==> src/common/hdlc_pkg.sv <==
// Package: register map, field layout and reset values of the drive-limit bank
package hdlc_pkg;

    // ------------------------------------------------------------------
    // Register indices (byte address is four times the index)
    // ------------------------------------------------------------------
    localparam logic [5:0] IDX_FEEDBACK = 6'h23;
    localparam logic [5:0] IDX_STEADY = 6'h24;
    localparam logic [5:0] IDX_OD_ONE = 6'h25;
    localparam logic [5:0] IDX_OD_TWO = 6'h26;
    localparam logic [5:0] IDX_TIMING = 6'h27;
    localparam logic [5:0] IDX_STATUS = 6'h28;

    // ------------------------------------------------------------------
    // Field positions
    // ------------------------------------------------------------------
    localparam int GAIN_LSB = 0;
    localparam int GAIN_MSB = 1;
    localparam int MINFREQ_BIT = 7;
    localparam int RESYNC_BIT = 6;
    localparam int DTIME_LSB = 0;
    localparam int DTIME_MSB = 4;

    // ------------------------------------------------------------------
    // Reset values
    // ------------------------------------------------------------------
    localparam logic [7:0] RST_FEEDBACK = 8'h36;
    localparam logic [7:0] RST_STEADY = 8'h64;
    localparam logic [7:0] RST_OD_ONE = 8'h80;
    localparam logic [7:0] RST_OD_TWO = 8'h00;
    localparam logic [7:0] RST_TIMING = 8'h10;

    // ------------------------------------------------------------------
    // Resonance floor and gain table (gain times 100)
    // ------------------------------------------------------------------
    localparam logic [7:0] FREQ_HIGH_HZ = 8'h7D;
    localparam logic [7:0] FREQ_LOW_HZ = 8'h2D;
    localparam logic [11:0] GAIN_LRA_0 = 12'h1F4;
    localparam logic [11:0] GAIN_LRA_1 = 12'h3E8;
    localparam logic [11:0] GAIN_LRA_2 = 12'h7D0;
    localparam logic [11:0] GAIN_LRA_3 = 12'hBB8;
    localparam logic [11:0] GAIN_ERM_0 = 12'h022;
    localparam logic [11:0] GAIN_ERM_1 = 12'h069;
    localparam logic [11:0] GAIN_ERM_2 = 12'h0B6;
    localparam logic [11:0] GAIN_ERM_3 = 12'h190;

endpackage

==> src/rtl/hdlc_clamp_sel.sv <==
// Effective output clamp selection from limits and battery state
module hdlc_clamp_sel (
    input wire logic [7:0] steady_drive_limit,
    input wire logic [7:0] overdrive_limit,
    input wire logic [7:0] overdrive_limit_low_batt_one,
    input wire logic [7:0] overdrive_limit_low_batt_two,
    input wire logic battery_threshold_one,
    input wire logic battery_threshold_two,
    input wire logic calib_or_diag,
    input wire logic overdrive_done,
    output logic [7:0] clamp
);

    logic [7:0] od_pick;

    // Battery levels replace the overdrive limit outside calibration and diagnostics, second level first
    always_comb begin
        od_pick = overdrive_limit;
        // ignore battery levels
        if (calib_or_diag) begin
            od_pick = overdrive_limit;
        // second level wins
        end else if (battery_threshold_two) begin
            od_pick = overdrive_limit_low_batt_two;
        // first level replaces
        end else if (battery_threshold_one) begin
            od_pick = overdrive_limit_low_batt_one;
        end
    end

    // Steady limit only after overdrive, lower clamp wins
    always_comb begin
        clamp = od_pick;
        // steady after overdrive
        if (overdrive_done) begin
            // lower of the two
            // battery clamp too
            clamp = (od_pick < steady_drive_limit) ? od_pick
                                                   : steady_drive_limit;
        end
    end

endmodule

==> src/rtl/hdlc_top.sv <==
// Drive-limit configuration bank with APB slave and clamp output
//
// Contract
// Two-bit back-EMF gain, low bits, reset 2
// Gain codes map to LRA and ERM gains
// Calibration writes gain, software may overwrite
// Steady limit clamps after overdrive ends
// Lower overdrive limit overrides steady limit
// Triggered battery clamp also takes lower
// Below threshold one use level one
// Below threshold two use level two
// Calibration and diagnostics ignore battery levels
// Bit 7 selects 125 or 45 Hz
// Bit 6 selects resync method
// Low five bits drive time, reset 16
// Registers read back last written value
module hdlc_top #(
    parameter int ADDR_W = 8
) (
    input wire logic pclk,
    input wire logic presetn,
    input wire logic psel,
    input wire logic penable,
    input wire logic pwrite,
    input wire logic [ADDR_W-1:0] paddr,
    input wire logic [31:0] pwdata,
    output logic [31:0] prdata,
    output logic pready,
    output logic pslverr,
    input wire logic lra_mode,
    input wire logic [7:0] overdrive_limit,
    input wire logic battery_threshold_one,
    input wire logic battery_threshold_two,
    input wire logic calib_active,
    input wire logic diag_active,
    input wire logic overdrive_done,
    input wire logic calib_gain_we,
    input wire logic [1:0] calib_gain,
    output logic [7:0] effective_clamp,
    output logic [1:0] backemf_amp_gain,
    output logic [11:0] backemf_gain_x100,
    output logic lowest_resonance_select,
    output logic [7:0] lowest_resonance_hz,
    output logic resync_method_select,
    output logic [4:0] drive_time
);

    // ------------------------------------------------------------------
    // State
    // ------------------------------------------------------------------
    typedef struct packed {
        logic [7:0] feedback;
        logic [7:0] steady;
        logic [7:0] od_one;
        logic [7:0] od_two;
        logic [7:0] timing;
        logic [7:0] clamp;
        logic [11:0] gain_x100;
        logic [7:0] freq_hz;
        logic [31:0] rdata;
        logic ready;
        logic slverr;
    } hdlc_state_type;

    hdlc_state_type st_q;
    hdlc_state_type st_d;
    logic [7:0] clamp_sel;
    logic [5:0] idx;
    logic setup_phase;
    logic access_done;
    logic bus_write;

    // ------------------------------------------------------------------
    // Decode helpers
    // ------------------------------------------------------------------
    // Register index is valid only for an aligned, mapped word
    function automatic logic hdlc_mapped(input logic [5:0] i,
                                         input logic [1:0] lo);
        hdlc_mapped = (lo == 2'h0) &&
                      ((i >= hdlc_pkg::IDX_FEEDBACK) &&
                       (i <= hdlc_pkg::IDX_STATUS));
    endfunction

    // Gain code to gain times 100 for the active actuator mode
    function automatic logic [11:0] hdlc_gain(input logic [1:0] code,
                                              input logic lra);
        logic [11:0] g;
        g = 12'h000;
        unique case (code)
            2'h0: g = lra ? hdlc_pkg::GAIN_LRA_0 : hdlc_pkg::GAIN_ERM_0;
            2'h1: g = lra ? hdlc_pkg::GAIN_LRA_1 : hdlc_pkg::GAIN_ERM_1;
            2'h2: g = lra ? hdlc_pkg::GAIN_LRA_2 : hdlc_pkg::GAIN_ERM_2;
            2'h3: g = lra ? hdlc_pkg::GAIN_LRA_3 : hdlc_pkg::GAIN_ERM_3;
        endcase
        return g;
    endfunction

    assign idx = paddr[7:2];
    assign setup_phase = psel && !penable;
    assign access_done = psel && penable && st_q.ready;
    assign bus_write = access_done && pwrite &&
                       hdlc_mapped(idx, paddr[1:0]) &&
                       (idx != hdlc_pkg::IDX_STATUS);

    // ------------------------------------------------------------------
    // Clamp selection
    // ------------------------------------------------------------------
    hdlc_clamp_sel u_clamp (
        .steady_drive_limit(st_q.steady),
        .overdrive_limit(overdrive_limit),
        .overdrive_limit_low_batt_one(st_q.od_one),
        .overdrive_limit_low_batt_two(st_q.od_two),
        .battery_threshold_one(battery_threshold_one),
        .battery_threshold_two(battery_threshold_two),
        .calib_or_diag(calib_active || diag_active),
        .overdrive_done(overdrive_done),
        .clamp(clamp_sel)
    );

    // ------------------------------------------------------------------
    // Next state
    // ------------------------------------------------------------------
    // Bus slave answers in the cycle after setup, registers update on it
    always_comb begin
        st_d = st_q;
        st_d.ready = setup_phase;
        // calibration fills gain
        if (calib_gain_we) begin
            st_d.feedback[hdlc_pkg::GAIN_MSB:hdlc_pkg::GAIN_LSB] =
                calib_gain;
        end
        // software writes stored
        if (bus_write) begin
            unique case (idx)
                hdlc_pkg::IDX_FEEDBACK: st_d.feedback = pwdata[7:0];
                hdlc_pkg::IDX_STEADY: st_d.steady = pwdata[7:0];
                hdlc_pkg::IDX_OD_ONE: st_d.od_one = pwdata[7:0];
                hdlc_pkg::IDX_OD_TWO: st_d.od_two = pwdata[7:0];
                default: st_d.timing = pwdata[7:0];
            endcase
        end
        // Read data and error are prepared during setup
        st_d.slverr = 1'b0;
        if (setup_phase) begin
            st_d.rdata = 32'h0000_0000;
            st_d.slverr = !hdlc_mapped(idx, paddr[1:0]);
            // read back stored
            if (!pwrite && hdlc_mapped(idx, paddr[1:0])) begin
                unique case (idx)
                    hdlc_pkg::IDX_FEEDBACK: st_d.rdata[7:0] = st_q.feedback;
                    hdlc_pkg::IDX_STEADY: st_d.rdata[7:0] = st_q.steady;
                    hdlc_pkg::IDX_OD_ONE: st_d.rdata[7:0] = st_q.od_one;
                    hdlc_pkg::IDX_OD_TWO: st_d.rdata[7:0] = st_q.od_two;
                    hdlc_pkg::IDX_TIMING: st_d.rdata[7:0] = st_q.timing;
                    default: st_d.rdata[7:0] = st_q.clamp;
                endcase
            end
        end
        st_d.clamp = clamp_sel;
        // gain code to gain
        st_d.gain_x100 = hdlc_gain(
            st_q.feedback[hdlc_pkg::GAIN_MSB:hdlc_pkg::GAIN_LSB], lra_mode);
        // resonance floor
        st_d.freq_hz = st_q.timing[hdlc_pkg::MINFREQ_BIT] ?
                       hdlc_pkg::FREQ_LOW_HZ : hdlc_pkg::FREQ_HIGH_HZ;
    end

    // ------------------------------------------------------------------
    // State register
    // ------------------------------------------------------------------
    // gain reset value
    // drive time reset
    always_ff @(posedge pclk or negedge presetn) begin
        if (!presetn) begin
            st_q <= '0;
            st_q.feedback <= hdlc_pkg::RST_FEEDBACK;
            st_q.steady <= hdlc_pkg::RST_STEADY;
            st_q.od_one <= hdlc_pkg::RST_OD_ONE;
            st_q.od_two <= hdlc_pkg::RST_OD_TWO;
            st_q.timing <= hdlc_pkg::RST_TIMING;
            st_q.gain_x100 <= hdlc_pkg::GAIN_ERM_2;
            st_q.freq_hz <= hdlc_pkg::FREQ_HIGH_HZ;
        end else begin
            st_q <= st_d;
        end
    end

    // ------------------------------------------------------------------
    // Outputs
    // ------------------------------------------------------------------
    assign prdata = st_q.rdata;
    assign pready = st_q.ready;
    assign pslverr = st_q.slverr; // Only ever set in the ready cycle
    assign effective_clamp = st_q.clamp;
    // gain field out
    assign backemf_amp_gain =
        st_q.feedback[hdlc_pkg::GAIN_MSB:hdlc_pkg::GAIN_LSB];
    assign backemf_gain_x100 = st_q.gain_x100;
    assign lowest_resonance_select = st_q.timing[hdlc_pkg::MINFREQ_BIT];
    assign lowest_resonance_hz = st_q.freq_hz;
    // resync method bit
    assign resync_method_select = st_q.timing[hdlc_pkg::RESYNC_BIT];
    // drive time field
    assign drive_time = st_q.timing[hdlc_pkg::DTIME_MSB:hdlc_pkg::DTIME_LSB];
endmodule

==> config.mk <==
export PLATFORM = sky130hd
export DESIGN_NAME = hdlc_top
export DESIGN_NICKNAME = d
export VERILOG_FILES = /design/src/common/hdlc_pkg.sv /design/src/rtl/hdlc_clamp_sel.sv /design/src/rtl/hdlc_top.sv
export SDC_FILE = /design/constraint.sdc
export NUM_CORES = 1
export LEC_CHECK = 0
export CAP_MARGIN = 0
export CORE_MARGIN = 2
export CORE_UTILIZATION = 35
export DETAILED_ROUTE_END_ITERATION = 8
export DONT_BUFFER_PORTS = 1
export PLACE_DENSITY = 0.53
export REMOVE_ABC_BUFFERS = 1
export SLEW_MARGIN = 20
export SYNTH_ARGS = -nofsm -noshare
export SYNTH_HDL_FRONTEND = slang
export SYNTH_HIERARCHICAL = 1
export SYNTH_SLANG_ARGS = --single-unit
==> constraint.sdc <==
create_clock -name pclk -period 6.8 [get_ports pclk]
set_input_delay 1.36 -clock pclk [delete_from_list [all_inputs] [get_ports pclk]]
set_output_delay 1.36 -clock pclk [all_outputs]
set_load 0.01 [all_outputs]
# --- Yosys cells after proc, flatten, opt, wreduce, memory -nomap -nowiden ---
# Index checks and enable logic that the tools add are counted.
classes:
  n_addsub: 0
  n_div: 0
  magnitude_cmp: 3
  n_shift: 0
  mul: 0
  bitwise_logic: 1
  muxes: 21
  n_eq_ne: 9
  n_reduce_logical: 21
ops:
  columns: ["op", "n"]
  rows:
  - ["2-to-1 mux 8 bit", 10]
  - ["one-hot mux 12 bit (4 select lines)", 1]
  - ["one-hot mux 8 bit (5 select lines)", 1]
  - ["2-to-1 mux 34 bit", 1]
  - ["== test 6 bit (second input constant)", 5]
  - ["2-to-1 mux 12 bit", 1]
  - ["2-to-1 mux 11 bit", 1]
  - ["2-to-1 mux 10 bit", 1]
  - ["AND reduction 2 bit", 5]
  - ["logical AND 1 bit", 9]
  - ["2-to-1 mux 9 bit", 1]
  - ["less-than comparator 8 bit", 1]
  - ["2-to-1 mux 7 bit", 1]
  - ["greater-or-equal comparator 6 bit (second input constant)", 1]
  - ["<= comparator 6 bit (second input constant)", 1]
  - ["inequality test 6 bit (second input constant)", 1]
  - ["== test 2 bit (second input constant)", 2]
  - ["logical NOT 2 bit", 2]
  - ["2-to-1 mux 2 bit", 2]
  - ["OR reduction 4 bit", 1]
  - ["logical NOT 1 bit", 3]
  - ["== test 2 x 1 -> 1 bit (second input constant)", 1]
  - ["logical OR 1 bit", 1]
  - ["2-to-1 mux 1 bit", 1]
  - ["inverter 1 bit", 1]
totals:
  latchBits: 0
  inputBits: 62
  output_inout_bits: 71
  mem_bits_ro: 0
  ram_bits: 0
  regBits: 77
  wordCells: 67
  n_memories: 0

# --- Logic depth before layout (Yosys ltp) ---
depth:
  word_depth: 6
  mapped_depth: 11
  ltp_nobuf: 10

# --- Cells and area by module ---
# Netlist, hierarchy kept.
by_module_without_submodules:
  columns: ["mod", "seq_area_each_um2", "cells_each", "area_each_um2", "n_inst"]
  rows:
  - ["hdlc_top", 1795.5, 330, 3799.9, 1]
  - ["hdlc_clamp_sel", 0.0, 66, 514.2, 1]

# --- Worst setup path after synthesis ---
# No wires, ideal clock.
synth_path:
  path_type: "input-to-reg"
  start: "input diag_active"
  end: "register st_q (netlist bit effective_clamp[1])"
  t_arrival_ps: 3406
  setup_slack_ps: 3269
  required_ps: 6675
  setup_ps: 125
  path_buffers: 0
  path_stages: 10
  cell_sequence: "or2_2 -> o21bai_4 -> nand2_1 -> o21ai_0 -> ha_1 -> a21oi_1 -> o21ai_1 -> a2111oi_4 -> a21oi_4 -> mux2_2"
synth_via:
  elab_chain_len: 5
synth_rtl:
  columns: ["element", "line", "source"]
  rows:
  - ["start: declaration", "hdlc_top.sv:35", "input wire logic diag_active,"]
  - ["logical OR 1 bit *", "hdlc_top.sv:115", ".calib_or_diag(calib_active || diag_active),"]
  - ["2-to-1 mux 8 bit *", "hdlc_clamp_sel.sv:20", "if (calib_or_diag) begin"]
  - ["less-than comparator 8 bit", "hdlc_clamp_sel.sv:38", "clamp = (od_pick < steady_drive_limit) ? od_pick"]
  - ["2-to-1 mux 8 bit", "hdlc_clamp_sel.sv:38", null]
  - ["2-to-1 mux 8 bit *", "hdlc_clamp_sel.sv:35", "if (overdrive_done) begin"]
  - ["net clamp_sel[1]", "hdlc_top.sv:67", "logic [7:0] clamp_sel;"]
  - ["end signal: assignment", "hdlc_top.sv:184", "st_q <= st_d;"]
  - ["end: declaration", "hdlc_top.sv:65", "hdlc_state_type st_q;"]
# The timed path passes the listed nets; every way through them passes the cells marked *.
# A chain may end at the register's enable or synchronous reset.

# --- Worst setup path after layout ---
layout_path:
  start: "input diag_active"
  end: "register st_q (netlist bit effective_clamp[7])"
# Same word-level chain as after synthesis.

==> results.sh <==
export IMPL_p_per_area_mw_per_mm2=225.3
export IMPL_port_buffers=0
export IMPL_dr_pass1_iters=4
export IMPL_synth_cell_types=60
export IMPL_hpwl_mm=6.872
export IMPL_antenna_cells=0
export IMPL_syn_avg_cell_area_um2=10.89
export IMPL_power_leakage_nw=1.901
export IMPL_finalMaxSlewViolations=0
export IMPL_ys_ff_latch=71
export IMPL_setup_worst_path_end_class="flop"
export IMPL_ys_warn_count=6
export IMPL_yosys_area_top_type="dfrtp_1"
export IMPL_drive_above_1_share=0.2753
export IMPL_clk_latency_ns=0.33
export IMPL_synthAdderAreaFrac=0.02291
export IMPL_yosys_top_cells_area="dfrtp_1, buf_4, mux2_2, dfstp_2, mux2_4"
export IMPL_arrival_ns=3.83
export IMPL_cts_inserted_buffers=9
export IMPL_holdPathEnd="lowest_resonance_hz[4]$_DFF_PN1_"
export IMPL_top_usage_layer="met1"
export IMPL_area_delta_synth_final_pct=-0.7830
export IMPL_synth_top_family_by_area="multiplexers"
export IMPL_cpPeakStageDelay_ns=0.40
export IMPL_hold_buffers=0
export IMPL_routed_wl_mm=10.35
export IMPL_min_from="lowest_resonance_select$_DFFE_PN0P_"
export IMPL_critPathRequiredTime_ns=7.01
export IMPL_synthFlopType="dfrtp_1"
export IMPL_grt_max_degree=72
export IMPL_rr_endpoint="effective_clamp[7]$_DFF_PN0_"
export IMPL_grtUsageTotal=0.1611
export IMPL_dp_slack_ns=2.867
export IMPL_cts_htree_levels=3
export IMPL_final_nets=420
export IMPL_clock_path_buffers=2
export IMPL_rows=40
export IMPL_ant_nets=0
export IMPL_cts_tree="built"
export IMPL_path_class="input pin to flop"
export IMPL_die_area_mm2=0.01323
export IMPL_setup_violations_final=0
export IMPL_final_hold_viol_count=0
export IMPL_period_minus_slack_ns=3.620
export IMPL_grt_pass1_wl_mm=15.48
export IMPL_place_area_mm2=0.004005
export IMPL_die_h_um=115.0
export IMPL_grt_pass1_vias=2633
export IMPL_drt_iter0_drc=192
export IMPL_synthXorXnorAreaFrac=0.004060
export IMPL_reg2reg_depth=8
export IMPL_setup_ws_ns=3.180
export IMPL_synth_edff_count=0
export IMPL_cts_sinks=71
export IMPL_cts_repair_resized=0
export IMPL_synth_top_area_share=0.3248
export IMPL_synth_simple_area_share=0.1041
export IMPL_gp_congestion=0.8028
export IMPL_grt_use_met2=0.2294
export IMPL_synthTopCellsByCount="buf_4, dfrtp_1, mux2_2"
export IMPL_status="finished, final reports clean"
export IMPL_rsz0062_at_grt="no"
export IMPL_die_x_um=115.0
export IMPL_synth_cells=396
export IMPL_syn_area_mm2=0.004314
export IMPL_root_buffer="clkbuf_16"
export IMPL_design_area_mm2=0.004280
export IMPL_r2r_start="st_q[85]$_DFFE_PN1P_"
export IMPL_min_period_over_period=0.5323
export IMPL_grt_antenna_before_repair=0
export IMPL_ys_seq_area_frac=0.4162
export IMPL_worst_slew_margin_rel=0.3679
export IMPL_cpMaxStageDelayCell="mux2_2"
export IMPL_max_freq_ghz=0.2763
export IMPL_vdd_ir_drop_max_mv=0.1225
export IMPL_wl_per_cell_um=20.58
export IMPL_gr_usage_met1=0.2328
export IMPL_synth_compound_area_share=0.1253
export IMPL_path_cells="or2_2 -> o21bai_4 -> nand2_1 -> o21ai_0 -> ha_1 -> nand2_1 -> o21ai_1 -> o21ai_1 -> a21oi_4 -> mux2_2"
export IMPL_clk_pin_slew_ns=0.06
export IMPL_fin_setup_tns_ns=0
export IMPL_gr_usage_met3=0.05851
export IMPL_r2r_slack_ns=4.34
export IMPL_worstPathMaxFanout=10
export IMPL_clock_skew_ns=0.006119
export IMPL_async_flop_share=1.000
export IMPL_yosysMostFrequentCell="buf_4"
export IMPL_setup_worst_path_start="diag_active"
export IMPL_cap_violations=0
export IMPL_vias=2664
export IMPL_n_fill_cell=1193
export IMPL_io_pins=133
export IMPL_drc=0
export IMPL_whs_path_depth=1
export IMPL_coreArea_mm2=0.01201
export IMPL_via_per_inst=5.296
export IMPL_cp_start_kind="input pin"
export IMPL_start_util=0.3592
export IMPL_hold_path_class="flop to flop"
export IMPL_synth_mux_area_frac=0.1662
export IMPL_post_cts_buffers=0
export IMPL_globalRouteOverflowTotal=0
export IMPL_worstMarginPinSlew_ns=0.9430
==> logic make-up after synthesis <==
family / count (synthesis)
adder cells (fa/ha/maj): 8
AO/OA/AOI/OAI: 74
multiplexers: 59
buffers and inverters: 106
other: 2
flip-flops: 71
AND/OR/NAND/NOR: 74
XOR/XNOR: 2
==> final cells by class <==
cell class	count	area [um^2]	area share
well taps	147	183.9	0.04297
clock inverters	6	36.28	0.008477
multi-input cells	247	1936	0.4522
clock buffers	10	239.0	0.05583
flip-flops and latches	71	1795	0.4195
inverters	20	75.07	0.01754
repair buffers	2	15.01	0.003508
==> report_power, final <==
part,leakage [nW],switching [W],total [W],internal (W)
registers,0.915,0.0000181,0.000457,0.000439
logic,0.848,0.0000431,0.0000728,0.0000296
clock network,0.138,0.000180,0.000434,0.000254
==> metrics by stage <==
step,total power [W],utilization,cells,hold slack [ns]
after floorplan,0.0005189,-,338,0.4555
after global routing,0.001003,0.3564,503,0.5188
after global placement,0.0005364,0.3334,487,0.4891
after CTS,0.0009739,0.3564,503,0.5035
after detailed placement,0.0005371,0.3334,487,0.4989
final,0.0009643,0.3564,503,0.5082
==> state kept, by name (all words and copies together) (netlist names) <==
register / count
st_q: 31
lowest_resonance_select: 1
effective_clamp: 8
lowest_resonance_hz: 1
pready: 1
pslverr: 1
drive_time: 5
backemf_amp_gain: 2
prdata: 8
backemf_gain_x100: 12
resync_method_select: 1
==> critical path, delay by kind of cell <==
family,cells,cell delay (ns)
mux,1,0.40
fa+ha+maj,1,0.34
simple gates,3,0.57
compound gates,5,1.15
==> layer usage <==
metal	wire length (um)	vias to the layer above
met4	104	0
met5	0	-
met2	4509	134
met3	1136	10
li1	-	1206
met1	4599	1314
==> cell usage in the layout, fill, tap and decap left out, drive strengths merged, types with 3 or more instances in the layout <==
master / count
nand2: 32
nor2: 9
mux2: 47
nand3: 5
a22oi: 12
a21oi: 13
dfrtp: 56
ha: 7
inv: 19
mux2i: 9
o31ai: 6
o21bai: 3
o21ai: 18
dfstp: 15
clkbuf: 10
a31oi: 4
mux4: 3
a211o: 3
o211ai: 3
nand2b: 7
clkinv: 6
nor3: 4
conb: 30
==> worst max-delay path by stage <==
stage	to	slack, ns	depth (start not counted)
5_1_grt	effective_clamp[7]$_DFF_PN0_	3.05	10
3_5_place_dp	effective_clamp[7]$_DFF_PN0_	2.87	10
3_3_place_gp	effective_clamp[7]$_DFF_PN0_	2.86	10
6_report	effective_clamp[7]$_DFF_PN0_	3.18	10
4_1_cts	effective_clamp[7]$_DFF_PN0_	3.21	10
2_1_floorplan	effective_clamp[1]$_DFF_PN0_	3.27	10
Note: power is estimated with default switching activity, not from simulation.
